[src/gimi_defs.svh]
// Constant definitions for the guest interrupt and miscellaneous intercept unit.
`ifndef GIMI_DEFS_SVH
`define GIMI_DEFS_SVH
`define GIMI_APB_AW 8
`define GIMI_OFF_CTRL 8'h00
`define GIMI_OFF_STAT 8'h04
`define GIMI_OFF_PFC 8'h08
`define GIMI_OFF_PFT 8'h0c
`define GIMI_OFF_EW1_LO 8'h10
`define GIMI_OFF_EW1_HI 8'h14
`define GIMI_OFF_EW2_LO 8'h18
`define GIMI_OFF_EW2_HI 8'h1c
`define GIMI_OFF_CYC 8'h20
`define GIMI_OFF_CNT 8'h24
`define GIMI_CTRL_W 10
`define GIMI_C_EXTINT 0
`define GIMI_C_PMI 1
`define GIMI_C_NMI 2
`define GIMI_C_SMI 3
`define GIMI_C_INIT 4
`define GIMI_C_VINT 5
`define GIMI_C_TASK 6
`define GIMI_C_FERR 7
`define GIMI_C_SHUT 8
`define GIMI_C_PAUSE 9
`define GIMI_SYSMGMT_SOURCE_BIT_BIT 0
`define GIMI_SEG_LO 10
`define GIMI_VAL_BIT 33
`define GIMI_TS_INTERRUPT_RETURN_INSTRUCTION_BIT 36
`define GIMI_TS_JMP_BIT 38
`define GIMI_TS_ERR_BIT 44
`define GIMI_TS_RF_BIT 48
`define GIMI_CNT_W 17
`endif

[src/gimi_pkg.sv]
// Types for the guest interrupt and miscellaneous intercept unit.
package gimi_pkg;
   typedef enum logic [3:0] {
      GIMI_EX_NONE = 4'h0,
      GIMI_EX_EXTINT = 4'h1,
      GIMI_EX_PMI = 4'h2,
      GIMI_EX_NMI = 4'h3,
      GIMI_EX_SMI = 4'h4,
      GIMI_EX_INIT = 4'h5,
      GIMI_EX_VINT = 4'h6,
      GIMI_EX_TASK = 4'h7,
      GIMI_EX_FERR = 4'h8,
      GIMI_EX_SHUT = 4'h9,
      GIMI_EX_PAUSE = 4'ha
   } gimi_exit_e;
   typedef enum logic [1:0] {
      GIMI_FLT_NONE = 2'b00,
      GIMI_FLT_GP = 2'b01,
      GIMI_FLT_UD = 2'b10
   } gimi_fault_e;
   typedef struct packed {
      logic [15:0] port;
      logic [3:0] brk_match;
      logic trap_flag_copy;
      logic [2:0] addr_size;
      logic [2:0] operand_size;
      logic repeated_access_bit;
      logic string_access_bit;
      logic is_input;
      logic [2:0] effective_segment_field;
      logic [63:0] instruction_pointer;
   } gimi_io_s;
   typedef struct packed {
      logic [15:0] selector;
      logic [31:0] error_code;
      logic has_error;
      logic by_interrupt_return_instruction;
      logic by_far_jump;
      logic resume_flag;
   } gimi_task_s;
   typedef struct packed {
      logic valid;
      gimi_exit_e code;
      logic [63:0] first_exit_word;
      logic [63:0] second_exit_word;
   } gimi_exit_s;
endpackage : gimi_pkg

[src/gimi_unit.sv]
// Guest interrupt, task switch, freeze, shutdown and pause intercept logic.
//
// Local design decisions: the register offsets and register access over APB.
`timescale 1ns/1ps
`include "gimi_defs.svh"

// Operation
// - Intercepted external interrupt exits and stays pending for later.
// - External and software interrupts never check exception intercepts.
// - Maskable intercept covers physical interrupts; virtual ones separate.
// - NMI/SMI may wait one instruction after interrupt enable set.
// - SMI exit bit 0: 0 internal I/O trap, 1 external.
// - SMI during I/O: describe it in upper half, valid bit 33.
// - SMI during I/O: second exit word holds instruction pointer.
// - SMI outside I/O: extra bits of both words undefined.
// - SMI intercept ignored while system-management lock bit set.
// - Port 63-48, breakpoints 47-44, trap 43, 42 zero, sizes.
// - Repeat 35, string 34, direction 32, segment 12-10.
// - Virtual interrupt exit before taking it; request stays pending.
// - Task intercept after segment checks, before any state change.
// - Task switch tests only its dedicated intercept bit.
// - Task exit: selector 15-0 first word, error code second word.
// - Task exit: bit 36 interrupt return, bit 38 far jump.
// - Task exit: bit 44 error code present, bit 48 resume flag.
// - Float-error freeze intercept checked while frozen awaiting interrupt.
// - Shutdown intercept turns every shutdown into a guest exit.
// - Entry loads pause count; pause decrements; exit at zero.
// - Advanced: elapsed above threshold reloads, below decrements.
// - Zero threshold behaves as simple count-only filter.
// - Hidden-state save/load: fault outside level zero, or unenabled.
module gimi_unit
   import gimi_pkg::*;
(
   // Clock and reset.
   input wire logic core_clk_in,
   input wire logic rstn_in,
   // APB register slave.
   input wire logic psel_in,
   input wire logic penable_in,
   input wire logic pwrite_in,
   input wire logic [7:0] paddr_in,
   input wire logic [31:0] pwdata_in,
   output logic [31:0] prdata_out,
   output logic pready_out,
   output logic pslverr_out,
   // Guest event stream: one-cycle pulses plus the qualifiers and data that go with them.
   input wire logic guest_entry_in,
   input wire logic ext_int_in,
   input wire logic physical_maskable_interrupt_in,
   input wire logic nmi_in,
   input wire logic smi_in,
   input wire logic smi_external_in,
   input wire logic smi_in_io_in,
   input wire gimi_io_s smi_io_in,
   input wire logic init_in,
   input wire logic virt_int_in,
   input wire logic task_switch_in,
   input wire gimi_task_s task_in,
   input wire logic ferr_freeze_in,
   input wire logic ignore_float_error_input,
   input wire logic legacy_ferr_in,
   input wire logic shutdown_in,
   input wire logic pause_in,
   input wire logic interrupt_enable_set_instruction_in,
   input wire logic hidden_state_op_in,
   // Core state levels.
   input wire logic sysmgmt_lock_bit_in,
   input wire logic [1:0] current_privilege_level_in,
   input wire logic protected_mode_in,
   input wire logic virtualization_enable_bit_in,
   // Results toward the core.
   output gimi_exit_s exit_out,
   output logic take_int_out,
   output logic ext_int_pending_out,
   output logic virt_int_pending_out,
   output logic shutdown_out,
   output gimi_fault_e fault_out
);
   logic [`GIMI_CTRL_W-1:0] ctrl_q;
   logic [15:0] pfc_q;
   logic [15:0] pft_q;
   logic [31:0] cyc_q;
   logic signed [`GIMI_CNT_W-1:0] cnt_q;
   logic [31:0] prdata_q;
   logic pready_q;
   logic pslverr_q;
   gimi_exit_s exit_q;
   logic take_int_q;
   logic ext_pend_q;
   logic virt_pend_q;
   logic shut_q;
   gimi_fault_e fault_q;
   logic hold_q;
   logic held_nmi_q;
   logic held_smi_q;
   logic held_smi_ext_q;
   logic held_smi_io_q;
   gimi_io_s held_io_q;

   // Decode shared by read and write paths.
   function automatic logic hit(input logic [7:0] a, input logic [7:0] o);
      hit = (a == o);
   endfunction : hit

   wire acc = psel_in && penable_in && !pready_q;
   wire wr = acc && pwrite_in;
   wire rd_map = hit(paddr_in, `GIMI_OFF_CTRL) ||
      hit(paddr_in, `GIMI_OFF_STAT) || hit(paddr_in, `GIMI_OFF_PFC) ||
      hit(paddr_in, `GIMI_OFF_PFT) || hit(paddr_in, `GIMI_OFF_EW1_LO) ||
      hit(paddr_in, `GIMI_OFF_EW1_HI) || hit(paddr_in, `GIMI_OFF_EW2_LO) ||
      hit(paddr_in, `GIMI_OFF_EW2_HI) || hit(paddr_in, `GIMI_OFF_CYC) ||
      hit(paddr_in, `GIMI_OFF_CNT);
   wire wr_map = hit(paddr_in, `GIMI_OFF_CTRL) ||
      hit(paddr_in, `GIMI_OFF_PFC) || hit(paddr_in, `GIMI_OFF_PFT);
   wire map_ok = pwrite_in ? wr_map : rd_map;

   wire [31:0] rd_val =
      hit(paddr_in, `GIMI_OFF_CTRL) ? {22'h0, ctrl_q} :
      hit(paddr_in, `GIMI_OFF_STAT) ? {20'h0, fault_q, shut_q, virt_pend_q,
         ext_pend_q, hold_q, exit_q.valid, exit_q.code, 1'b0} :
      hit(paddr_in, `GIMI_OFF_PFC) ? {16'h0, pfc_q} :
      hit(paddr_in, `GIMI_OFF_PFT) ? {16'h0, pft_q} :
      hit(paddr_in, `GIMI_OFF_EW1_LO) ? exit_q.first_exit_word[31:0] :
      hit(paddr_in, `GIMI_OFF_EW1_HI) ? exit_q.first_exit_word[63:32] :
      hit(paddr_in, `GIMI_OFF_EW2_LO) ? exit_q.second_exit_word[31:0] :
      hit(paddr_in, `GIMI_OFF_EW2_HI) ? exit_q.second_exit_word[63:32] :
      hit(paddr_in, `GIMI_OFF_CYC) ? cyc_q :
      hit(paddr_in, `GIMI_OFF_CNT) ? {{15{cnt_q[`GIMI_CNT_W-1]}}, cnt_q} :
      32'h0;

   // NMI and SMI held off for one instruction after interrupt enable set.
   wire nmi_now = (nmi_in && !hold_q) || held_nmi_q;
   wire smi_now = (smi_in && !hold_q) || held_smi_q;
   wire smi_ext = held_smi_q ? held_smi_ext_q : smi_external_in;
   wire smi_io = held_smi_q ? held_smi_io_q : smi_in_io_in;
   gimi_io_s io_sel;
   assign io_sel = held_smi_q ? held_io_q : smi_io_in;

   // Only the dedicated enables are consulted, never exception vectors.
   wire x_ext = ext_int_in && ctrl_q[`GIMI_C_EXTINT];
   wire x_pmi = physical_maskable_interrupt_in && ctrl_q[`GIMI_C_PMI];
   wire x_nmi = nmi_now && ctrl_q[`GIMI_C_NMI];
   wire x_smi = smi_now && ctrl_q[`GIMI_C_SMI] && !sysmgmt_lock_bit_in;
   wire x_init = init_in && ctrl_q[`GIMI_C_INIT];
   wire x_vint = virt_int_in && ctrl_q[`GIMI_C_VINT];
   // Core raises the request after gate checks, before state changes.
   wire x_task = task_switch_in && ctrl_q[`GIMI_C_TASK];
   wire x_ferr = ferr_freeze_in && !ignore_float_error_input &&
      legacy_ferr_in && ctrl_q[`GIMI_C_FERR];
   wire x_shut = shutdown_in && ctrl_q[`GIMI_C_SHUT];

   // Pause filtering.
   wire adv = (pft_q != 16'h0);
   wire slow = adv && (cyc_q > {16'h0, pft_q});
   wire [`GIMI_CNT_W-1:0] reload = {1'b0, pfc_q};
   wire [`GIMI_CNT_W-1:0] dec = cnt_q - `GIMI_CNT_W'(1);
   wire x_pause_s = pause_in && !adv && ctrl_q[`GIMI_C_PAUSE] &&
      (cnt_q <= `GIMI_CNT_W'(1));
   wire x_pause_a = pause_in && adv && !slow && ctrl_q[`GIMI_C_PAUSE] &&
      dec[`GIMI_CNT_W-1];
   wire x_pause = x_pause_s || x_pause_a;
   wire [`GIMI_CNT_W-1:0] cnt_d = guest_entry_in ? reload :
      !pause_in ? cnt_q :
      slow ? reload :
      (!adv && cnt_q == `GIMI_CNT_W'(0)) ? cnt_q : dec;

   // Exit information words.
   wire [63:0] smi_w1 = smi_io ? {io_sel.port, io_sel.brk_match,
      io_sel.trap_flag_copy, 1'b0, io_sel.addr_size, io_sel.operand_size,
      io_sel.repeated_access_bit, io_sel.string_access_bit, 1'b1,
      io_sel.is_input, 19'h0, io_sel.effective_segment_field, 9'h0,
      smi_ext} : {63'h0, smi_ext};
   wire [63:0] smi_w2 = smi_io ? io_sel.instruction_pointer : 64'h0;
   wire [63:0] ts_w1 = {48'h0, task_in.selector};
   wire [63:0] ts_w2 = {15'h0, task_in.resume_flag, 3'h0, task_in.has_error,
      5'h0, task_in.by_far_jump, 1'b0, task_in.by_interrupt_return_instruction, 4'h0,
      task_in.has_error ? task_in.error_code : 32'h0};

   gimi_exit_e code_d;
   assign code_d = x_shut ? GIMI_EX_SHUT : x_smi ? GIMI_EX_SMI :
      x_init ? GIMI_EX_INIT : x_nmi ? GIMI_EX_NMI :
      x_ext ? GIMI_EX_EXTINT : x_pmi ? GIMI_EX_PMI :
      x_ferr ? GIMI_EX_FERR : x_task ? GIMI_EX_TASK :
      x_vint ? GIMI_EX_VINT : x_pause ? GIMI_EX_PAUSE : GIMI_EX_NONE;
   gimi_exit_s exit_d;
   assign exit_d.valid = (code_d != GIMI_EX_NONE);
   assign exit_d.code = code_d;
   assign exit_d.first_exit_word = (code_d == GIMI_EX_SMI) ? smi_w1 :
      (code_d == GIMI_EX_TASK) ? ts_w1 : 64'h0;
   assign exit_d.second_exit_word = (code_d == GIMI_EX_SMI) ? smi_w2 :
      (code_d == GIMI_EX_TASK) ? ts_w2 : 64'h0;

   // A non-intercepted external, maskable or virtual interrupt is delivered to the guest when no exit is raised.
   wire take_d = ((ext_int_in && !x_ext) ||
      (physical_maskable_interrupt_in && !x_pmi) ||
      (virt_int_in && !x_vint)) && !exit_d.valid;

   gimi_fault_e fault_d;
   assign fault_d = !hidden_state_op_in ? GIMI_FLT_NONE :
      (!protected_mode_in || !virtualization_enable_bit_in) ? GIMI_FLT_UD :
      (current_privilege_level_in != 2'b00) ? GIMI_FLT_GP :
      GIMI_FLT_NONE;

   always_ff @(posedge core_clk_in or negedge rstn_in) begin
      if (!rstn_in) begin
         ctrl_q <= '0;
         pfc_q <= 16'h0;
         pft_q <= 16'h0;
         prdata_q <= 32'h0;
         pready_q <= 1'b0;
         pslverr_q <= 1'b0;
      end else begin
         pready_q <= acc;
         pslverr_q <= acc && !map_ok;
         prdata_q <= (acc && !pwrite_in) ? rd_val : 32'h0;
         if (wr && hit(paddr_in, `GIMI_OFF_CTRL)) begin
            ctrl_q <= pwdata_in[`GIMI_CTRL_W-1:0];
         end
         if (wr && hit(paddr_in, `GIMI_OFF_PFC)) begin
            pfc_q <= pwdata_in[15:0];
         end
         if (wr && hit(paddr_in, `GIMI_OFF_PFT)) begin
            pft_q <= pwdata_in[15:0];
         end
      end
   end

   always_ff @(posedge core_clk_in or negedge rstn_in) begin
      if (!rstn_in) begin
         cyc_q <= 32'h0;
         cnt_q <= '0;
      end else begin
         cnt_q <= cnt_d;
         if (pause_in || guest_entry_in) begin
            cyc_q <= 32'h1;
         end else if (cyc_q != 32'hffffffff) begin
            cyc_q <= cyc_q + 32'h1;
         end
      end
   end

   always_ff @(posedge core_clk_in or negedge rstn_in) begin
      if (!rstn_in) begin
         hold_q <= 1'b0;
         held_nmi_q <= 1'b0;
         held_smi_q <= 1'b0;
         held_smi_ext_q <= 1'b0;
         held_smi_io_q <= 1'b0;
         held_io_q <= '0;
      end else begin
         hold_q <= interrupt_enable_set_instruction_in;
         held_nmi_q <= nmi_in && hold_q;
         held_smi_q <= smi_in && hold_q;
         held_smi_ext_q <= smi_external_in;
         held_smi_io_q <= smi_in_io_in;
         held_io_q <= smi_io_in;
      end
   end

   always_ff @(posedge core_clk_in or negedge rstn_in) begin
      if (!rstn_in) begin
         exit_q <= '0;
         take_int_q <= 1'b0;
         ext_pend_q <= 1'b0;
         virt_pend_q <= 1'b0;
         shut_q <= 1'b0;
         fault_q <= GIMI_FLT_NONE;
      end else begin
         exit_q.valid <= exit_d.valid;
         exit_q.code <= code_d;
         if (exit_d.valid) begin
            exit_q.first_exit_word <= exit_d.first_exit_word;
            exit_q.second_exit_word <= exit_d.second_exit_word;
         end
         take_int_q <= take_d;
         ext_pend_q <= x_ext || (ext_pend_q && !guest_entry_in);
         virt_pend_q <= x_vint || (virt_pend_q && !take_d);
         shut_q <= shutdown_in && !ctrl_q[`GIMI_C_SHUT];
         fault_q <= fault_d;
      end
   end

   assign prdata_out = prdata_q;
   assign pready_out = pready_q;
   assign pslverr_out = pslverr_q;
   assign exit_out = exit_q;
   assign take_int_out = take_int_q;
   assign ext_int_pending_out = ext_pend_q;
   assign virt_int_pending_out = virt_pend_q;
   assign shutdown_out = shut_q;
   assign fault_out = fault_q;
endmodule : gimi_unit

[config.mk]
export PLATFORM = sky130hd
export DESIGN_NAME = gimi_unit
export DESIGN_NICKNAME = d
export VERILOG_FILES = /design/src/gimi_pkg.sv /design/src/gimi_unit.sv
export VERILOG_INCLUDE_DIRS = /design/src /design/src/src
export SDC_FILE = /design/constraint.sdc
export NUM_CORES = 1
export LEC_CHECK = 0
export BUFFER_PORTS_ARGS = -buffer_cell sky130_fd_sc_hd__buf_2
export CORE_MARGIN = 2
export CORE_UTILIZATION = 40
export CTS_BUF_LIST = sky130_fd_sc_hd__clkbuf_4 sky130_fd_sc_hd__clkbuf_8
export DETAILED_ROUTE_END_ITERATION = 10
export PLACE_DENSITY = 0.61
export RECOVER_POWER = 100
export REMOVE_ABC_BUFFERS = 1
export SETUP_SLACK_MARGIN = 0.3
export SYNTH_ARGS = -nofsm -noshare
export SYNTH_HDL_FRONTEND = slang
export SYNTH_SLANG_ARGS = --single-unit
[constraint.sdc]
create_clock -name core_clk_in -period 4.5 [get_ports core_clk_in]
set_input_delay 0.9 -clock core_clk_in [delete_from_list [all_inputs] [get_ports core_clk_in]]
set_output_delay 0.9 -clock core_clk_in [all_outputs]
set_load 0.02 [all_outputs]
# Word level (Yosys, flattened, before mapping)
# Index checks and enable logic that the tools add are counted.
dict set report totals {
  register_bits 366
  latch_bits 0
  ramBits 0
  mem_bits_ro 0
  in_bits 216
  output_inout_bits 173
  word_cells 175
  n_memories 0
}
dict set report op_classes {
  n_addsub 2
  mul 0
  div 0
  magnitude_cmp 2
  eq_ne 13
  n_shift 0
  mux 41
  bitwise_logic 0
  reduce_logical 85
}
# op n
set ops {}
lappend ops {{$mux W32} 14}
lappend ops {{$mux W64} 4}
lappend ops {{$mux W97} 1}
lappend ops {{$mux W17} 4}
lappend ops {{$mux W49} 1}
lappend ops {{$logic_and A1 B1 Y1} 40}
lappend ops {{$mux W4} 10}
lappend ops {{$add A32 B1 Y32 const B} 1}
lappend ops {{$eq A8 B5 Y1 const B} 4}
lappend ops {{$gt A32 B16 Y1} 1}
lappend ops {{$ne A32 B32 Y1 const B} 1}
lappend ops {{$logic_or A1 B1 Y1} 20}
lappend ops {{$le A17 B2 Y1 const B} 1}
lappend ops {{$logic_not A1 Y1} 17}
lappend ops {{$logic_not A17 Y1} 1}
lappend ops {{$sub A17 B2 Y17 const B} 1}
lappend ops {{$eq A8 B4 Y1 const B} 2}
lappend ops {{$eq A8 B6 Y1 const B} 2}
lappend ops {{$mux W16} 1}
lappend ops {{$reduce_bool A16 Y1} 1}
lappend ops {{$eq A4 B3 Y1 const B} 2}
lappend ops {{$eq A8 B3 Y1 const B} 1}
lappend ops {{$logic_not A8 Y1} 1}
lappend ops {{$reduce_bool A2 Y1} 3}
lappend ops {{5 further kinds} 9}

# Logic depth before layout (Yosys ltp)
dict set report depth {
  word_depth 23
  mapped_depth 11
  mapped_depth_nobuf 9
}

# Worst setup path after synthesis
# Ideal clock, no wire load.
dict set report synth_path {
  path_kind {in2reg}
  startpoint {input port paddr_in[5]}
  endpoint {register pfc_q[10]}
  setup_ns 0.125
  t_arrival_ns 2.674
  required_ns 4.375
  path_slack_ns 1.701
  stages 6
  path_buffers 1
  path_cell_list {or4_1 > nor3_2 > nand2_2 > nor3_4 > buf_6 > mux2_2}
}
dict set report synth_via {
  elab_chain_cells 2
}
# element line
set synth_lines {}
lappend synth_lines {{start: declaration} gimi_unit.sv:41} ;# input wire logic [7:0] paddr_in,
lappend synth_lines {{$eq A8 B4 Y1} gimi_unit.sv:102} ;# hit = (a == o);
lappend synth_lines {{$logic_and A1 B1 Y1} gimi_unit.sv:219} ;# if (wr && hit(paddr_in, `GIMI_OFF_PFC)) begin
lappend synth_lines {{end signal: assignment} gimi_unit.sv:220} ;# pfc_q <= pwdata_in[15:0];
lappend synth_lines {{end: declaration} gimi_unit.sv:80} ;# logic [15:0] pfc_q;
# No other way between the ends.
# A chain may end at the register's enable or synchronous reset.

# Worst setup path after layout
dict set report layout_path {
  startpoint {input port paddr_in[5]}
  endpoint {register pfc_q[14]}
}
# The elaborated chain is that of the path after synthesis.

==> results.txt <==
The run finished, with violations left. The checks that failed: capacitance limit, slew limit. The met2 usage in global routing is 0.380. In the global route stage, overall resource usage came out at 0.248. STA classifies the critical path startpoint as an input pin.

The number of max-slew violations in the final report came to 127. Clock latency on the worst-skew pair, taken at its later pin, is 0.66 ns. The cell with the biggest individual delay on the critical path is sky130_fd_sc_hd__nor3_1. Once layout is done, the placed cells without fillers occupy about 0.019 mm^2. Derived from the worst setup path, the maximum achievable clock frequency is 244 MHz.

The endpoint class of the critical path is a register. The area share of and/or/nand/nor cells after synthesis is 0.115. The placer congestion estimate came out at 0.925. The remaining antenna violation count after routing came out at 0. Among cell families on the critical path, the largest total delay comes from simple AND/OR/NAND/NOR gates. The horizontal die dimension is 203 um. The number of I/O port buffers came out at 355. The area of the mapped netlist came out at 0.0158 mm^2. The count of standard-cell rows came out at 72. Timing analysis after detailed placement gives a worst setup slack of 0.846 ns. By area, the combinational part of the netlist is dominated by compound AO/OA/AOI/OAI gates. The detailed-route wire length is approximately 50000 um.

Setup repair after global routing left no endpoint under its margin. The final clock skew came out at 0.0451 ns. The fraction of the core area covered by cells at the end of the flow is 0.489.

The synthesized area per cell came out at 11.0 um^2. The total iterations of the first detailed-routing run is 5. The multiplexer area fraction after synthesis is 0.112. The critical path data required time came out at 5.02 ns.

The share of the clock period used by the worst path came out at 0.909. The fraction of synthesis flops using an asynchronous set or reset pin is 1.00. The global routing usage on met3 is 0.0472. The warning count from the yosys run is 0. The met1 track utilization from global routing came out at 0.348. The transition time at the pin with the least slew margin is between 2 and 3 ns.

The max-slew headroom at the worst pin is -0.718. The area inside the core boundary is about 0.039 mm^2. The number of sinks driven by the clock tree is 349. The die outline height came out at 203 um. The final setup violation count is 0. Max-cap violations in this run came to 4. The smallest clock period supported by the final layout is computed as just over 4 ns. The first global-routing pass estimated 78200 um of wire. The post-CTS clock slew at the launch and capture registers of the worst setup and hold paths is 0.06 ns. The sequential-to-total area share from yosys stat is 0.552. Walking the worst path, the cells encountered are clkbuf_1 -> or4_1 -> nor3_1 -> nand2_1 -> nor3_1 -> buf_4 -> mux2_2. The share of the synthesized area in compound gates (AO/OA/AOI/OAI) came out at 0.153.

In the final routed layout, each cell accounts on average for 21.7 um. The critical-path maximum fanout is 10. The most numerous cell type found on the critical path is sky130_fd_sc_hd__nor3_1. The power density normalized to cell area is 395 mW/mm^2.

Counting along the longest clock path gives a buffer depth of 3. At the worst endpoint, the arrival time is 4.61 ns. The HPWL after detailed placement came out at 36500 um. The initial antenna violation count is 8.

The synthesized design contains 0 enable-type register cells. The post-synthesis cell type with the largest combined area is sky130_fd_sc_hd__dfrtp_1. The count of pins on the block boundary is 389.

Detailed routing inserted a total of 13089 vias. Summed over all layers, the global routing overflow is 0. The setup slack after layout is 0.407 ns. Yosys attributes the largest share of cell area to sky130_fd_sc_hd__dfrtp_1, sky130_fd_sc_hd__mux2i_1, sky130_fd_sc_hd__o21ai_0. Leaving out fill and tap cells, the most frequent cell in the layout is sky130_fd_sc_hd__dfrtp_1. The worst setup path is of the input pin to register kind. TritonCTS built the clock tree. The share of synthesized area in the top cell type comes to 0.552. The number of nets in the final layout came out at 2031. The count of cells resized by post-cts repair is 0. Of the total synthesized cell area, the portion taken by full adders, half adders and majority gates is 0.0150. The static power due to leakage is 8.38 nW. The internal reg-to-reg setup slack is 0.81 ns. Once the clock tree was built, the setup fixing pass inserted 0 buffers. The via count of the first global-routing pass came out at approximately 13000. The number of fill cells in the layout came out at around 3800.

The count of final hold-check violations came to 0. The number of buffers and inverters on the critical path is 2. The largest stage delay on the critical path came out at 1.48 ns. The global routing stage identified its most utilized layer as met2.

Entering global routing, the biggest net connects ~110 pins. The number of vias per cell after detailed routing came out at 5.55. The number of violations reported at the end of detailed-routing iteration 0 is 882. The number of buffers created by CTS came out at 60.

The total cell area at the placement stage came out at between 0.015 and 0.02 mm^2. The share of final-layout standard cells stronger than drive strength 1 came out at 0.179. For this run, design rule violations remaining after detail routing come to 0. The number of hold buffers added after cts came out at 0.

Relative to the synthesized area, the layout overhead comes to 20.1%. The worst vdd rail ir drop is about 240 uV. The register bit total from synthesis came out at about 350.

The post-synthesis cell type count came out at 76. The number of H-tree levels came out at 2. The worst hold path belongs to the class input pin to register.

The root buffer cell chosen for the clock tree is sky130_fd_sc_hd__clkbuf_8. The cell count after synthesis came out at 1433. Among all flip-flop cells after synthesis, the most frequent one is sky130_fd_sc_hd__dfrtp_1. The effective utilization at floorplan came out at 0.407. In the layout the commonest cells are sky130_fd_sc_hd__dfrtp_1, sky130_fd_sc_hd__clkbuf_1, sky130_fd_sc_hd__nand2_1, sky130_fd_sc_hd__o21ai_0, sky130_fd_sc_hd__buf_2.

The post-synthesis xor/xnor area fraction came out at 0.0144. The total die area came out at 0.0411 mm^2.
sequential cells by signal, indices dropped and copies added, names as in the netlist, 2 cells and up:
register    flops
cnt_q          17
ctrl_q         10
cyc_q          32
exit_out      116
fault_out       2
held_io_q      97
pfc_q          16
pft_q          16
prdata_out     32
path summary, 6_finish.rpt:
check                                                          from                        to  depth (start not counted)
worst max-delay path                                    paddr_in[5]     pfc_q[14]$_DFFE_PN0P_                          7
worst min-delay path            interrupt_enable_set_instruction_in          hold_q$_DFF_PN0_                          1
worst max register to register                pft_q[15]$_DFFE_PN0P_      cnt_q[4]$_DFFE_PN0P_                          9
worst min register to register             exit_out[57]$_DFFE_PN0P_  exit_out[57]$_DFFE_PN0P_                          2
max in group asynchronous                                   rstn_in  exit_out[33]$_DFFE_PN0P_                          2
min in group asynchronous                                   rstn_in   held_io_q[90]$_DFF_PN0_                          1
layout make-up:
| cell class | instances | area, um^2 | area share |
|---|---|---|---|
| clock buffers | 94 | 1210 | 0.0638 |
| diodes | 5 | 12.5 | 0.000659 |
| repair buffers | 379 | 1690 | 0.0890 |
| inverters | 34 | 128 | 0.00672 |
| clock inverters | 9 | 73.8 | 0.00389 |
| well taps | 518 | 648 | 0.0341 |
| flip-flops and latches | 349 | 8740 | 0.460 |
| multi-input cells | 972 | 6500 | 0.342 |
routing by layer:
metal | wire length [um] | vias to the layer above
met2 | 23600 | 467
met4 | 1550 | 6
met1 | 22900 | 6558
met3 | 3160 | 96
li1 | - | 5962
met5 | 39 | -
power by group:
group	total (mW)	switching [mW]	internal, mW
Sequential	3.53	0.190	3.34
Clock	3.07	1.32	1.75
Combinational	0.906	0.609	0.296
Total	7.51	2.12	5.39
synth_stat cells, types with 16 or more instances:
cell type                    n
sky130_fd_sc_hd__mux2i_1   117
sky130_fd_sc_hd__buf_4      25
sky130_fd_sc_hd__nand3_1    30
sky130_fd_sc_hd__clkbuf_1   52
sky130_fd_sc_hd__nand4_1    22
sky130_fd_sc_hd__a222oi_1   16
sky130_fd_sc_hd__a22oi_1    66
sky130_fd_sc_hd__mux2_2     53
sky130_fd_sc_hd__nor2_1     70
sky130_fd_sc_hd__o21ai_1    21
sky130_fd_sc_hd__a21oi_1    46
sky130_fd_sc_hd__nand2_1   148
sky130_fd_sc_hd__o21ai_0   130
sky130_fd_sc_hd__a31oi_1    22
sky130_fd_sc_hd__xor2_1     21
sky130_fd_sc_hd__inv_1      34
sky130_fd_sc_hd__dfrtp_1   349
sky130_fd_sc_hd__ha_1       19
worst register-to-register path, stage by stage, from the launching register on:
cell                       delay [ns]
sky130_fd_sc_hd__dfrtp_1         0.47
sky130_fd_sc_hd__inv_1           0.07
sky130_fd_sc_hd__ha_1            0.29
sky130_fd_sc_hd__nand4_1         0.17
sky130_fd_sc_hd__nor4_1          0.38
sky130_fd_sc_hd__o21ai_0         0.19
sky130_fd_sc_hd__a311oi_1        0.98
sky130_fd_sc_hd__nor2_2          0.43
sky130_fd_sc_hd__mux2_2          0.39
sky130_fd_sc_hd__o22a_1          0.19
kinds of logic (layout without fill, tap and decap cells):
logic type	count (synthesis)	after routing
AO/OA/AOI/OAI	374	374
AND/OR/NAND/NOR	366	366
flip-flops	349	349
multiplexers	170	170
buffers and inverters	128	516
XOR/XNOR	26	26
adder cells (fa/ha/maj)	19	19
other	1	22
per-stage QoR:
| step | TNS, ns | power, mW | hold slack (ns) | cells |
|---|---|---|---|---|
| finish | 0 | 7.51 | 0.351 | 2360 |
| global route | 0 | 7.84 | 0.321 | 2359 |
| CTS | 0 | 7.65 | 0.295 | 2355 |
| detailed placement | 0 | 4.55 | 0.493 | 2252 |
| global placement | 0 | 4.53 | 0.483 | 2252 |
| floorplan | -395.67 | 4.05 | 0.453 | 1355 |
(Power assumes the default switching activity.)
